### config.mk
export PLATFORM = sky130hd
export DESIGN_NAME = tvm_mode_filter_control
export DESIGN_NICKNAME = d
export VERILOG_FILES = /design/src/rtl/tvm_pkg.sv /design/src/rtl/tvm_mode_decode.sv /design/src/rtl/tvm_mode_filter_control.sv
export VERILOG_INCLUDE_DIRS = /design/src /design/src/rtl
export SDC_FILE = /design/constraint.sdc
export NUM_CORES = 1
export LEC_CHECK = 0
export BUFFER_PORTS_ARGS = -buffer_cell sky130_fd_sc_hd__clkbuf_2
export CAP_MARGIN = 20
export CORE_ASPECT_RATIO = 1.75
export CORE_MARGIN = 5
export CORE_UTILIZATION = 46
export CTS_BUF_LIST = sky130_fd_sc_hd__clkbuf_16
export DETAILED_ROUTE_END_ITERATION = 6
export HOLD_SLACK_MARGIN = 0.06
export PLACE_DENSITY = 0.67
export REMOVE_ABC_BUFFERS = 1
export SLEW_MARGIN = 0
export SYNTH_ARGS = -nofsm -noshare
export SYNTH_HDL_FRONTEND = slang
export SYNTH_HIERARCHICAL = 1
export SYNTH_SLANG_ARGS = --single-unit
### constraint.sdc
create_clock -name mclk -period 3.3 [get_ports mclk]
set_clock_uncertainty 0.15 [all_clocks]
set_input_delay 0.33 -clock mclk [delete_from_list [all_inputs] [get_ports mclk]]
set_output_delay 0.33 -clock mclk [all_outputs]
set_load 0.005 [all_outputs]
### src/rtl/tvm_defines.svh
`ifndef TVM_DEFINES_SVH
`define TVM_DEFINES_SVH
// register indices on the register port
`define TVM_ADDR_MODE 8'h00
`define TVM_ADDR_FLICKER 8'h01
`define TVM_ADDR_BANDWIDTH 8'h02
// reset values
`define TVM_RST_MODE 8'h6A
`define TVM_RST_FLICKER 8'h27
`define TVM_RST_BANDWIDTH 8'h1E
// flicker register write mask, reserved top bit dropped
`define TVM_FLICKER_MASK 8'h7F
// dot crawl setting
`define TVM_DOT_CRAWL 2'h3
// mode count
`define TVM_MODES 6'h27
`define TVM_BAD_MODE 6'h3F
`endif

### src/rtl/tvm_pkg.sv
package tvm_pkg;
   typedef enum logic [1:0] {
      TVM_PAL = 2'b00,
      TVM_NTSC = 2'b01,
      TVM_PALM = 2'b10,
      TVM_NTSCJ = 2'b11
   } tvm_std_t;
   typedef enum logic [2:0] {
      TVM_R54 = 3'b000,
      TVM_R11 = 3'b001,
      TVM_R58 = 3'b010,
      TVM_R59 = 3'b011,
      TVM_R12 = 3'b100
   } tvm_ratio_t;
   typedef struct packed {
      logic [5:0] modeIndex;
      logic modeValid;
      logic [10:0] totalPixels;
      logic [10:0] totalLines;
      logic [27:0] pixelClockHz;
      tvm_ratio_t ratio;
   } tvm_timing_t;
   typedef struct packed {
      logic [2:0] lumaNonTextLines;
      logic [2:0] lumaTextLines;
      logic [2:0] chromaLines;
      logic dotCrawlOn;
      logic rgbOut;
      logic [1:0] compositeLumaBw;
      logic [1:0] svideoLumaBw;
      logic chromaBw;
      logic compositeMono;
      logic subcarrierLock;
      logic blankingDefeat;
   } tvm_filter_t;
endpackage

### src/rtl/tvm_mode_decode.sv
`timescale 1ns/1ps
`include "tvm_defines.svh"
module tvm_mode_decode (
   // mode fields
   input wire logic [7:0] modeCode,
   // decoded timing
   output tvm_pkg::tvm_timing_t timing
);
   import tvm_pkg::*;
   typedef struct packed {
      logic [7:0] code;
      logic [10:0] px;
      logic [10:0] ln;
      logic [27:0] hz;
      tvm_ratio_t r;
   } tvm_row_t;
   localparam tvm_row_t TBL [0:38] = '{
      '{8'h00, 11'd840, 11'd500, 28'd21000000, TVM_R54},
      '{8'h01, 11'd840, 11'd625, 28'd26250000, TVM_R11},
      '{8'h08, 11'd800, 11'd420, 28'd20139860, TVM_R54},
      '{8'h09, 11'd784, 11'd525, 28'd24671329, TVM_R11},
      '{8'h20, 11'd1125, 11'd500, 28'd28125000, TVM_R54},
      '{8'h21, 11'd1152, 11'd625, 28'd36000000, TVM_R11},
      '{8'h28, 11'd945, 11'd420, 28'd23790210, TVM_R54},
      '{8'h29, 11'd936, 11'd525, 28'd29454545, TVM_R11},
      '{8'h40, 11'd1000, 11'd500, 28'd25000000, TVM_R54},
      '{8'h41, 11'd1008, 11'd625, 28'd31500000, TVM_R11},
      '{8'h48, 11'd840, 11'd420, 28'd21146854, TVM_R54},
      '{8'h49, 11'd832, 11'd525, 28'd26181819, TVM_R11},
      '{8'h4A, 11'd840, 11'd600, 28'd30209791, TVM_R11},
      '{8'h60, 11'd840, 11'd500, 28'd21000000, TVM_R54},
      '{8'h61, 11'd840, 11'd625, 28'd26250000, TVM_R11},
      '{8'h63, 11'd840, 11'd750, 28'd31500000, TVM_R11},
      '{8'h69, 11'd784, 11'd525, 28'd24671329, TVM_R11},
      '{8'h6A, 11'd784, 11'd600, 28'd28195805, TVM_R11},
      '{8'h6B, 11'd800, 11'd630, 28'd30209790, TVM_R11},
      '{8'h89, 11'd882, 11'd525, 28'd27755245, TVM_R11},
      '{8'h8A, 11'd882, 11'd600, 28'd31720280, TVM_R11},
      '{8'h8B, 11'd900, 11'd630, 28'd33986015, TVM_R11},
      '{8'hA1, 11'd882, 11'd625, 28'd27562500, TVM_R11},
      '{8'hA3, 11'd900, 11'd750, 28'd33750000, TVM_R11},
      '{8'hA4, 11'd900, 11'd875, 28'd39375000, TVM_R11},
      '{8'hC1, 11'd944, 11'd625, 28'd29500000, TVM_R11},
      '{8'hC3, 11'd960, 11'd750, 28'd36000000, TVM_R11},
      '{8'hC4, 11'd960, 11'd875, 28'd42000000, TVM_R11},
      '{8'hCE, 11'd1040, 11'd700, 28'd43636364, TVM_R11},
      '{8'hCF, 11'd1064, 11'd750, 28'd47832169, TVM_R11},
      '{8'hCD, 11'd1040, 11'd840, 28'd52363637, TVM_R58},
      '{8'hE4, 11'd1400, 11'd875, 28'd61250000, TVM_R11},
      '{8'hE5, 11'd1400, 11'd1000, 28'd70000000, TVM_R58},
      '{8'hE6, 11'd1400, 11'd1125, 28'd78750000, TVM_R59},
      '{8'hED, 11'd1160, 11'd840, 28'd58405595, TVM_R58},
      '{8'hEE, 11'd1160, 11'd945, 28'd65706295, TVM_R59},
      '{8'hEF, 11'd1168, 11'd1050, 28'd73510491, TVM_R12},
      '{8'hA0, 11'd864, 11'd625, 28'd13500000, TVM_R11},
      '{8'h88, 11'd858, 11'd525, 28'd13500000, TVM_R11}
   };
   // table search; standards 10 and 11 reuse the NTSC rows
   logic [7:0] keyCode;
   // standard 1x folds onto the 01 rows
   assign keyCode = modeCode[4] ? {modeCode[7:5], 2'b01, modeCode[2:0]} : modeCode;
   always_comb begin
      timing = '0;
      timing.modeIndex = `TVM_BAD_MODE;
      timing.ratio = TVM_R11;
      for (int i = 0; i < int'(`TVM_MODES); i++) begin
         if (TBL[i].code == keyCode) begin
            timing.modeIndex = 6'(i);
            timing.modeValid = 1'b1;
            timing.totalPixels = TBL[i].px;
            timing.totalLines = TBL[i].ln;
            timing.pixelClockHz = TBL[i].hz;
            timing.ratio = TBL[i].r;
         end
      end
   end
endmodule // tvm_mode_decode

### src/rtl/tvm_mode_filter_control.sv
// What this block does
// - decode mode fields; code 000/00/000 gives 840x500 PAL at 21 MHz
// - code 111/01/111 gives 1168x1050 NTSC, 1/2 scaling, 73.510491 MHz
// - 101/00/000 gives 864x625, 100/01/000 gives 858x525, both 13.5 MHz
// - standard field: 00 PAL, 01 NTSC, 10 PAL-M, 11 NTSC-J
// - flicker bits 1-0 pick luma non-text filter
// - flicker bits 3-2 pick luma text filter
// - luma filter depth follows the ratio table per setting
// - flicker bits 5-4 pick chroma filter
// - chroma setting 11 turns on dot crawl reduction
// - chroma depth equals luma depth, except ratio 5/8 setting 11 gives 5
// - flicker bit 6: 0 composite and S-Video, 1 RGB
// - bandwidth bits 1-0 pick composite luma bandwidth
// - bandwidth bits 3-2 pick S-Video luma bandwidth
// - mode register: resolution 7-5, standard 4-3, scaling 2-0, all writable
// - bandwidth bit 4 picks chroma bandwidth
// - bandwidth bit 5 low puts S-Video luma on composite pin too
`timescale 1ns/1ps
`include "tvm_defines.svh"
module tvm_mode_filter_control (
   // clock and control
   input wire logic mclk,
   input wire logic rst,
   input wire logic clkEn,
   // register port, same clock
   input wire logic regWrite,
   input wire logic [7:0] regAddr,
   input wire logic [7:0] regWrData,
   output logic [7:0] regRdData,
   output logic regAddrHit,
   // decoded outputs
   output tvm_pkg::tvm_timing_t timing,
   output tvm_pkg::tvm_std_t outputStandard,
   output tvm_pkg::tvm_filter_t filterCfg
);
   import tvm_pkg::*;
   logic [7:0] displayModeReg_r, displayModeReg_nxt;
   logic [7:0] flickerFilterReg_r, flickerFilterReg_nxt;
   logic [7:0] videoBandwidthReg_r, videoBandwidthReg_nxt;
   tvm_timing_t timingNow;
   tvm_filter_t filterNow;
   wire hitMode;
   wire hitFlicker;
   wire hitBandwidth;

   // address decode
   assign hitMode = regAddr == `TVM_ADDR_MODE;
   assign hitFlicker = regAddr == `TVM_ADDR_FLICKER;
   assign hitBandwidth = regAddr == `TVM_ADDR_BANDWIDTH;
   assign regAddrHit = hitMode | hitFlicker | hitBandwidth;

   // next register values
   // mode register write
   assign displayModeReg_nxt = (regWrite && hitMode) ? regWrData : displayModeReg_r;
   assign flickerFilterReg_nxt = (regWrite && hitFlicker) ? (regWrData & `TVM_FLICKER_MASK)
                                                          : flickerFilterReg_r;
   assign videoBandwidthReg_nxt = (regWrite && hitBandwidth) ? regWrData
                                                             : videoBandwidthReg_r;

   // register store
   always_ff @(posedge mclk) begin
      if (rst) begin
         displayModeReg_r <= `TVM_RST_MODE;
         flickerFilterReg_r <= `TVM_RST_FLICKER;
         videoBandwidthReg_r <= `TVM_RST_BANDWIDTH;
      end else if (clkEn) begin
         displayModeReg_r <= displayModeReg_nxt;
         flickerFilterReg_r <= flickerFilterReg_nxt;
         videoBandwidthReg_r <= videoBandwidthReg_nxt;
      end
   end

   // read mux, unmapped reads zero
   assign regRdData = hitMode ? displayModeReg_r :
                      hitFlicker ? flickerFilterReg_r :
                      hitBandwidth ? videoBandwidthReg_r : 8'h00;

   tvm_mode_decode uDecode (
      .modeCode(displayModeReg_r),
      .timing(timingNow)
   );

   // depth per ratio and setting
   function automatic logic [2:0] lumaDepth(input tvm_ratio_t r, input logic [1:0] s);
      logic [11:0] row;
      row = 12'h000;
      case (r)
         TVM_R54: row = {3'd3, 3'd3, 3'd3, 3'd2};
         TVM_R11: row = {3'd5, 3'd4, 3'd3, 3'd2};
         TVM_R58: row = {3'd6, 3'd4, 3'd3, 3'd2};
         TVM_R59: row = {3'd6, 3'd5, 3'd4, 3'd3};
         TVM_R12: row = {3'd7, 3'd5, 3'd5, 3'd3};
         default: row = {3'd5, 3'd4, 3'd3, 3'd2};
      endcase
      lumaDepth = row[s*3 +: 3];
   endfunction

   // filter configuration decode
   always_comb begin
      filterNow = '0;
      filterNow.lumaNonTextLines = lumaDepth(timingNow.ratio, flickerFilterReg_r[1:0]);
      filterNow.lumaTextLines = lumaDepth(timingNow.ratio, flickerFilterReg_r[3:2]);
      if (timingNow.ratio == TVM_R58 && flickerFilterReg_r[5:4] == `TVM_DOT_CRAWL)
         filterNow.chromaLines = 3'd5;
      else
         filterNow.chromaLines = lumaDepth(timingNow.ratio, flickerFilterReg_r[5:4]);
      filterNow.dotCrawlOn = flickerFilterReg_r[5:4] == `TVM_DOT_CRAWL;
      filterNow.rgbOut = flickerFilterReg_r[6];
      filterNow.compositeLumaBw = videoBandwidthReg_r[1:0];
      filterNow.svideoLumaBw = videoBandwidthReg_r[3:2];
      filterNow.chromaBw = videoBandwidthReg_r[4];
      filterNow.compositeMono = ~videoBandwidthReg_r[5];
      filterNow.subcarrierLock = videoBandwidthReg_r[6];
      filterNow.blankingDefeat = videoBandwidthReg_r[7];
   end

   // registered outputs
   always_ff @(posedge mclk) begin
      if (rst) begin
         timing <= '0;
         outputStandard <= TVM_PAL;
         filterCfg <= '0;
      end else if (clkEn) begin
         timing <= timingNow;
         outputStandard <= tvm_std_t'(displayModeReg_r[4:3]);
         filterCfg <= filterNow;
      end
   end

   // checks
   logic pastValid_r;
   always_ff @(posedge mclk) begin
      if (rst) pastValid_r <= 1'b0;
      else if (clkEn) pastValid_r <= 1'b1;
   end

   mode_zero_a: assert property (@(posedge mclk) disable iff (rst)
      clkEn && displayModeReg_r == 8'h00 |=> timing.totalPixels == 11'd840
      && timing.totalLines == 11'd500 && timing.pixelClockHz == 28'd21000000)
      else $error("mode 0 timing wrong");
   mode_half_a: assert property (@(posedge mclk) disable iff (rst)
      clkEn && displayModeReg_r == 8'hEF |=> timing.totalLines == 11'd1050
      && timing.ratio == TVM_R12 && timing.pixelClockHz == 28'd73510491)
      else $error("mode 36 timing wrong");
   mode_sd_a: assert property (@(posedge mclk) disable iff (rst)
      clkEn && displayModeReg_r == 8'hA0 |=> timing.totalPixels == 11'd864
      && timing.totalLines == 11'd625 && timing.pixelClockHz == 28'd13500000)
      else $error("mode 37 timing wrong");
   std_sel_a: assert property (@(posedge mclk) disable iff (rst)
      clkEn |=> outputStandard == $past(displayModeReg_r[4:3]))
      else $error("standard select wrong");
   crawl_depth_a: assert property (@(posedge mclk) disable iff (rst)
      clkEn && timingNow.ratio == TVM_R58 && flickerFilterReg_r[5:4] == 2'b11
      |=> filterCfg.chromaLines == 3'd5 && filterCfg.lumaNonTextLines <= 3'd6)
      else $error("5/8 chroma depth wrong");
   half_depth_a: assert property (@(posedge mclk) disable iff (rst)
      clkEn && timingNow.ratio == TVM_R12 && flickerFilterReg_r[1:0] == 2'b11
      |=> filterCfg.lumaNonTextLines == 3'd7)
      else $error("1/2 luma depth wrong");
   rgb_sel_a: assert property (@(posedge mclk) disable iff (rst)
      clkEn |=> filterCfg.rgbOut == $past(flickerFilterReg_r[6]))
      else $error("output format wrong");
   mono_sel_a: assert property (@(posedge mclk) disable iff (rst)
      clkEn |=> filterCfg.compositeMono == !$past(videoBandwidthReg_r[5]))
      else $error("mono composite wrong");
   ff_reserved_a: assert property (@(posedge mclk) disable iff (rst)
      regWrite && hitFlicker && clkEn |=> flickerFilterReg_r[7] == 1'b0
      && flickerFilterReg_r[6:0] == $past(regWrData[6:0]))
      else $error("flicker write wrong");
   mode_write_a: assert property (@(posedge mclk) disable iff (rst)
      regWrite && hitMode && clkEn |=> displayModeReg_r == $past(regWrData))
      else $error("mode write wrong");

   mode_write_c: cover property (@(posedge mclk) disable iff (rst)
      regWrite && hitMode && clkEn);
   crawl_c: cover property (@(posedge mclk) disable iff (rst) filterCfg.dotCrawlOn);
   rgb_c: cover property (@(posedge mclk) disable iff (rst) filterCfg.rgbOut);
   bad_mode_c: cover property (@(posedge mclk) disable iff (rst)
      pastValid_r && !timing.modeValid);
endmodule // tvm_mode_filter_control

==> results of run 1 <==
[cell type report]
type	instances	area [µm²]	share of cell area
Sequential cell	104	2080	0.250
Multi-Input combinational cell	725	4440	0.534
Tap cell	183	229	0.0275
Clock buffer	9	225	0.0271
Clock inverter	6	51.3	0.00617
Antenna cell	1	2.50	0.000301
Timing Repair Buffer	191	1240	0.149
Inverter	12	45.0	0.00542
[synth_stat cells, types with 9 or more instances]
library cell,number
o21ai_0,41
o22ai_1,12
nor4_1,16
nand2_1,64
o211ai_1,9
mux2i_1,89
nor2b_1,9
buf_1,9
inv_1,11
clkbuf_1,40
dfxtp_1,104
nand3_1,29
nand2b_1,12
nor3_1,38
buf_2,30
nor2_1,163
a211oi_1,14
a21oi_1,52
nand4_1,29
nor3b_1,9
[power by group through the flow]
stage	sequential [µW]	combinational (µW)	clock, µW
detailed placement	1340	202	0
finish	1310	201	1090
global placement	1340	198	0
floorplan	1340	75.4	0
global route	1320	221	1150
CTS	1310	202	1100
[state kept, by name, summed over array words and instances (netlist names)]
signal	cells
timing	60
filterCfg	19
flickerFilterReg_r	7
videoBandwidthReg_r	8
displayModeReg_r	8
outputStandard	2
[critical path, delay by kind of cell, from the launching register on]
kind | cells | cell delay [ns]
simple gates | 4 | 0.86
compound gates | 1 | 0.77
flops | 1 | 0.54
buf+inv | 2 | 0.39
mux | 1 | 0.26
[routing by layer]
metal	global-route usage	up-vias	wire (µm)
met3	0.0959	224	3340
met4	0.261	0	3330
met1	0.428	3823	11300
met2	0.612	667	16100
met5	0.0178	-	0
li1	-	3614	-
[metrics by stage]
step | std cells | power, µW
2_1_floorplan | 841 | 1420
3_3_place_gp | 1214 | 1540
3_5_place_dp | 1214 | 1540
4_1_cts | 1229 | 2620
5_1_grt | 1231 | 2690
6_report | 1231 | 2600
[worst paths after layout]
kind                                                             to  slack, ns
worst min-delay path            videoBandwidthReg_r[7]$_SDFFE_PP0P_        0.1
worst max register to register              timing[45]$_SDFFE_PP0P_       0.21
worst min register to register           filterCfg[18]$_SDFFE_PP0P_       0.34
worst max-delay path                        timing[45]$_SDFFE_PP0P_       0.21
[logic make-up (layout without fill, tap and decap cells)]
family          after synthesis  count (layout)
compound gates              202             202
xor+xnor                      4               4
buf+inv                     103             218
flops                       104             104
mux                          89              89
other cells                   1               2
simple gates                429             429
[cell usage in the layout (no fill, tap or decap), types with 4 or more instances in the layout]
cell	count
a211o_1	6
a211oi_1	14
a21oi_1	52
a22oi_1	5
a311oi_1	5
a31oi_1	7
and3_1	4
buf_12	6
buf_4	77
clkbuf_16	9
clkbuf_2	108
dfxtp_1	104
inv_1	11
mux2i_1	89
nand2_1	64
nand2b_1	12
nand3_1	29
nand3b_1	5
nand4_1	29
nand4b_1	5
nor2_1	163
nor2b_1	9
nor3_1	38
nor3b_1	9
nor4_1	16
o2111ai_1	6
o211ai_1	9
o21a_1	5
o21ai_0	41
o221ai_1	4
o22ai_1	12
or2_2	7
or3_1	8
==> qor.csv, run 1 <==
metric,value,unit
antenna_found_initial,2,
rsz0062_at_grt,no,
hold_viol_final,0,
dp_hpwl,25.0,mm
synthArstFlopShare,0,
first_iter_violations,1163,
swShare,0.268,
ioPinCount,110,
post_cts_buffers,0,
place_congestion,1.11,
start_util,0.470,
endpoint_kind,flip-flop,
synth_top_family_by_area,simple AND/OR/NAND/NOR gates,
cp.arrival,3.19,ns
syn_inst,932,
firstDrtPassIters,7,
syn_to_final_growth,18.7,%
peakVddDrop,0.224,mV
grt_overflow,0,
grt_first_pass_wirelength,50.7,mm
status,"complete, but fails checks",
path_cells,or2_0 > buf_12 > nor3_1 > buf_4 > a211oi_1 > nand3_1 > mux2i_1 > nor2_1,
p_int,1900,µW
setup_violations,0,
synth_edf_count,0,
portBuffers,109,
pre_cts_ws,0.407,ns
fin_nets,1063,
yosysTopAreaCell,dfxtp_1,
crit_slowest_cell,a211oi_1,
critPathMaxStageDelay,0.77,ns
grt_pass1_vias,8063,
row_count,59,
ys_ff_latch,104,
drive_gt1_frac,0.221,
crit_required,3.40,ns
p_comb_frac,0.077,
final_antenna_net_count,0,
cts_tree,yes,
worstSetupPathType,reg2reg,
post_cts_resized,0,
fin_ws,0.208,ns
synth_area,7000,µm²
utilization,0.557,
slew_violations,0,
wl_per_cell,27.6,µm
violations,design-rule violations,
synth_top_area_frac,0.297,
synthSimpleGateAreaFrac,0.310,
grt_start_max_net_pins,61,
synth_cell_types,84,
slew_headroom,0.163,
via_per_inst,6.77,
worstReg2RegStart,displayModeReg_r[4]$_SDFFE_PP0P_,
cp-start-kind,flip-flop,
htreeDepth,3,
cap_violations,0,
ys.flop_type,dfxtp_1,
clkSlewWorstSetupHoldPaths,0.08,ns
synth_area_leaders,"dfxtp_1 (30%), mux2i_1 (13%), nor2_1 (8.7%)",
p_leak,0.00366,µW
worst_hold_path.num_cells,3,
fillerInstances,1461,
yosys_warnings,6,
dieArea,17900,µm²
startpoint,displayModeReg_r[4]$_SDFFE_PP0P_,
postCtsHoldBufs,0,
dpl_cell_area,8030,µm²
fin_area,8310,µm²
drt-total-wl,34.0,mm
worst_pin_slew,1.24,ns
clkSinkCount,104,
seq_power_share,0.505,
clock_latency,0.36,ns
num_vias,8328,
p_per_area,313,nW/µm²
crit_fanout,26,
drc,5,
die_y,173,µm
reg2regPathDepth,8,
synth_compound_area_frac,0.191,
syn_area_per_cell,7.52,µm²
switchingPower,698,µW
timing.hold.ws,0.0958,ns
post-route-period-util,0.937,
fmaxAchievable,0.323,GHz
cts-root-buf,clkbuf_16,
ys_seq_area_frac,0.297,
clock_path_buffers,2,
grt_usage,0.381,
hold_path_class,in2reg,
fin_crit,3.09,ns
core-area,14900,µm²
p_clk_frac,0.418,
synthXorXnorAreaFrac,0.00500,
synthAdderAreaFrac,0,
tns,0,ns
hold_path_startpoint,regWrData[7],
die_w,103,µm
cts-buffers-inserted,9,
synth_mux_area_frac,0.127,
Note: power is estimated with default switching activity, not from simulation.
==> run 2: changes to the inputs <==
==> constraint.sdc (replaced) <==
create_clock -name mclk -period 2.91 [get_ports mclk]
set_clock_uncertainty 0.15 [all_clocks]
set_input_delay 0.291 -clock mclk [delete_from_list [all_inputs] [get_ports mclk]]
set_output_delay 0.291 -clock mclk [all_outputs]
set_load 0.005 [all_outputs]
==> qor.csv, run 2 (synthesis gave the netlist of run 1 again) <==
metric,value,unit
antenna_found_initial,0,
clkSlewWorstSetupHoldPaths,0.08,ns
final_cell_mix,"nor2_1 (161), clkbuf_2 (108), dfxtp_1 (103)",
dp.cells,1222,
cts-buffers-inserted,9,
crit_required,3.07,ns
grt_pass1_vias,8177,
syn_to_final_growth,20.3,%
cp.arrival,3.03,ns
p_per_area,353,nW/µm²
fin_crit,2.88,ns
post-route-period-util,0.988,
total_power,2970,µW
portBuffers,109,
top_register,timing,
layout_commonest_cell,nor2_1,
start_util,0.470,
via_per_inst,6.69,
pre_cts_ws,-0.00843,ns
worstSetupPathType,reg2reg,
cp-start-kind,flip-flop,
fin_ws,0.0348,ns
wl_per_cell,27.7,µm
crit_fanout,18,
htreeDepth,3,
num_vias,8309,
top_regs,"timing (60), filterCfg (19)",
violations,design-rule violations,
critPathMaxStageDelay,0.66,ns
path_cells,buf_4 > nand4_1 > nor2_1 > a21oi_1 > nand4bb_1 > mux2i_1 > nor2_1,
cap_violations,0,
ioPinCount,110,
peakVddDrop,0.269,mV
status,"complete, but fails checks",
row_count,59,
fin_nets,1074,
dp_hpwl,25.0,mm
crit_top_cell,nor2_1,
grt_start_max_net_pins,73,
utilization,0.565,
fin_area,8430,µm²
clock_path_buffers,2,
cts-root-buf,clkbuf_16,
cts_tree,yes,
drc,1,
hold_path_class,in2reg,
dpl_cell_area,8080,µm²
diodes,0,
die_w,103,µm
core-area,14900,µm²
cp_top_family,simple AND/OR/NAND/NOR gates,
drive_gt1_frac,0.233,
clkSinkCount,104,
place_congestion,1.12,
endpoint_kind,flip-flop,
first_iter_violations,1047,
clock_latency,0.36,ns
cp.buffers_inverters,1,
slew_violations,0,
grt_first_pass_wirelength,51.2,mm
final_antenna_net_count,0,
slew_headroom,0.460,
drt-total-wl,34.4,mm
grt_usage,0.386,
stdcell_count,1242,
p_leak,0.00371,µW
crit_slowest_cell,nor2_1,
rsz0062_at_grt,no,
dieArea,17900,µm²
fmaxAchievable,0.348,GHz
worst_pin_slew,0.810,ns
grt_overflow,0,
die_y,173,µm
setup_violations,0,
largest_reg_flops,60,
firstDrtPassIters,7,
hold_viol_final,0,
run 2: changes by cell type in the layout (fill, tap and decap cells not counted), sizes merged:
cell / before / now
clkinv: 4 / 5
buf: 83 / 91
diode: 1 / 0
dlygate4sd3: 0 / 3
run 2: worst paths after layout:
kind	start	endpoint	slack, ns	cells past startpoint
setup / recovery	displayModeReg_r[6]$_SDFFE_PP1P_	timing[3]$_SDFFE_PP0P_	0.03	7
hold / removal	regWrData[0]	displayModeReg_r[0]$_SDFFE_PP0P_	0.06	3
hold reg to reg	videoBandwidthReg_r[5]$_SDFFE_PP0P_	filterCfg[2]$_SDFFE_PP0P_	0.33	1
setup reg to reg	displayModeReg_r[6]$_SDFFE_PP1P_	timing[3]$_SDFFE_PP0P_	0.03	7
run 2: where the power goes:
group	total, µW	switching (µW)	internal, µW
Clock	1260	650	607
Sequential	1490	23.1	1470
Combinational	230	128	102
Total	2970	800	2170
run 2: layer usage:
layer	share of wire	track usage	vias to the layer above
met5	0	0	-
met4	0.11	0.297	0
met3	0.10	0.106	233
met2	0.46	0.615	590
met1	0.33	0.419	3839
li1	-	-	3647
run 2: area by class of cell:
| cell class | instances | area [µm²] |
|---|---|---|
| timing repair buffer | 202 | 1320 |
| clock inverter | 7 | 70.1 |
| tap | 183 | 229 |
| multi-input combinational | 725 | 4460 |
| sequential | 104 | 2080 |
| inverter | 12 | 45.0 |
| fill | 1463 | 6480 |
| clock buffer | 9 | 225 |
run 2: repair_timing:
item	CTS	global route
gates resized for setup	1	7
endpoints found under the hold margin	4	0
setup endpoints to repair	1	10
hold buffers	3	0
buffers inserted	0	0
run 2: metrics by stage:
step	TNS [ns]	hold WS (ns)
finish	0	0.0628
global route	0	0.0972
CTS	0	0.0630
detailed placement	-0.00843	0.312
global placement	0	0.296
floorplan	-4.12	0.210
run 2: worst reg2reg max path, cell delays in order (launching register included):
cell       delay, ns
dfxtp_1         0.61
buf_4           0.32
nand4_1         0.21
nor2_1          0.66
a21oi_1         0.44
nand4bb_1       0.24
mux2i_1         0.09
nor2_1          0.09
==> run 3: changes to the inputs <==
--- a/config.mk
+++ b/config.mk
@@ -10,11 +10,11 @@
 export CAP_MARGIN = 20
 export CORE_ASPECT_RATIO = 1.75
 export CORE_MARGIN = 5
-export CORE_UTILIZATION = 46
+export CORE_UTILIZATION = 58
 export CTS_BUF_LIST = sky130_fd_sc_hd__clkbuf_16
 export DETAILED_ROUTE_END_ITERATION = 6
-export HOLD_SLACK_MARGIN = 0.06
-export PLACE_DENSITY = 0.67
+export HOLD_SLACK_MARGIN = 0.02
+export PLACE_DENSITY = 0.81
 export REMOVE_ABC_BUFFERS = 1
 export SLEW_MARGIN = 0
 export SYNTH_ARGS = -nofsm -noshare
==> constraint.sdc (replaced) <==
create_clock -name mclk -period 2.8 [get_ports mclk]
set_clock_uncertainty 0.15 [all_clocks]
set_input_delay 0.28 -clock mclk [delete_from_list [all_inputs] [get_ports mclk]]
set_output_delay 0.28 -clock mclk [all_outputs]
set_load 0.005 [all_outputs]
==> qor.csv, run 3 (synthesis gave the netlist of run 1 again) <==
metric,value,unit
top_register,timing,
final_cell_mix,"nor2_1 (162), clkbuf_2 (107), dfxtp_1 (104)",
drc,42,
dieArea,14500,µm²
first_iter_violations,1392,
dp_hpwl,22.7,mm
hold_viol_final,0,
fin_nets,1088,
sequential_cell_area,2080,µm²
cts-root-buf,clkbuf_16,
violations,"design-rule violations, negative setup slack",
crit_fanout,21,
portBuffers,109,
die_w,93.1,µm
cp.arrival,2.95,ns
cts-buffers-inserted,9,
post_cts_buffers,0,
fillerInstances,984,
top_regs,"timing (60), filterCfg (19)",
status,"complete, but fails checks",
worstSetupPathType,reg2reg,
largest_reg_flops,60,
cts_tree,yes,
drive_gt1_frac,0.248,
final_antenna_net_count,0,
dp.cells,1194,
setup_violations,1,
cp-start-kind,flip-flop,
cap_violations,0,
grt_pass1_vias,8196,
core-area,11900,µm²
grt_first_pass_wirelength,47.8,mm
wl_per_cell,25.8,µm
timing.hold.ws,0.0223,ns
utilization,0.713,
row_count,53,
hold_path_class,in2reg,
grt_usage,0.435,
post-route-period-util,1.02,
multi_input_area,4480,µm²
antenna_found_initial,2,
stdcell_count,1211,
num_vias,8441,
place_congestion,1.23,
fin_ws,-0.0470,ns
worst_pin_slew,0.926,ns
p_leak,0.00377,µW
p_per_area,361,nW/µm²
grt_overflow,0,
clock_latency,0.37,ns
slew_headroom,0.377,
die_y,155,µm
via_per_inst,6.97,
drt-total-wl,31.3,mm
start_util,0.587,
grt_start_max_net_pins,70,
crit_required,2.90,ns
rsz0062_at_grt,no,
clock_path_buffers,2,
syn_to_final_growth,21.5,%
layout_commonest_cell,nor2_1,
ioPinCount,110,
clkSlewWorstSetupHoldPaths,0.08,ns
endpoint_kind,flip-flop,
firstDrtPassIters,7,
clkSinkCount,104,
fin_crit,2.85,ns
slew_violations,0,
htreeDepth,3,
fmaxAchievable,0.351,GHz
peakVddDrop,0.350,mV
-- run 3: changes by cell type in the layout (fill, tap and decap cells not counted), sizes merged --
cell	previous run	this run
clkbuf	117	116
buf	91	109
diode	0	1
dlygate4sd3	3	0
-- run 3: metrics by stage --
stage | TNS, ns | total power (µW) | area [µm²] | worst slack (ns)
2_1_floorplan | -5.69 | 1670 | 6570 | -0.628
3_3_place_gp | -0.192 | 1810 | 8180 | -0.0736
3_5_place_dp | -0.0190 | 1820 | 8180 | -0.0150
4_1_cts | 0 | 3070 | 8480 | 0.0190
5_1_grt | 0 | 3170 | 8510 | 0.00791
6_report | -0.0470 | 3070 | 8510 | -0.0470
-- run 3: path summary, 6_finish.rpt --
path	start	endpoint	slack [ns]	cells after the start
max	displayModeReg_r[0]$_SDFFE_PP0P_	timing[17]$_SDFFE_PP0P_	-0.05	8
min	regWrData[3]	flickerFilterReg_r[3]$_SDFFE_PP0P_	0.02	3
max reg2reg	displayModeReg_r[0]$_SDFFE_PP0P_	timing[17]$_SDFFE_PP0P_	-0.05	8
min reg2reg	filterCfg[9]$_SDFFE_PP0P_	filterCfg[9]$_SDFFE_PP0P_	0.33	2
-- run 3: report_power, final --
group / total [µW] / switching [µW] / internal (µW)
Combinational: 234 / 130 / 103
Clock: 1290 / 663 / 630
Sequential: 1550 / 23.5 / 1520
-- run 3: what timing repair did --
action,4_1_cts,5_1_grt
pin swaps,0,0
hold buffers,0,0
resized for setup,1,10
endpoints found under the setup margin,3,21
hold endpoints to repair,0,0
-- run 3: layer usage --
layer	part of all wire	routed length, µm	GRT usage	up-vias
met5	0.00045	14	0	-
li1	-	-	-	3674
met4	0.10	3250	0.346	2
met1	0.32	10100	0.477	3789
met2	0.46	14300	0.692	711
met3	0.12	3660	0.125	265
-- run 3: final cells by class --
type,instances,area share
clock inverters,7,0.00823
clock buffers,9,0.0265
repair buffers,216,0.169
inverters,12,0.00529
multi-input cells,725,0.526
flip-flops and latches,104,0.245
diodes,1,0.000294
well taps,137,0.0201
-- run 3: critical path: stages, from the launching register on --
cell and delay (ns):
dfxtp_1 0.45, buf_4 0.33, nand2b_1 0.44, o22ai_1 0.16, a31o_2 0.27, a211oi_1 0.44
o2111ai_1 0.23, mux2i_1 0.20, nor2_1 0.06
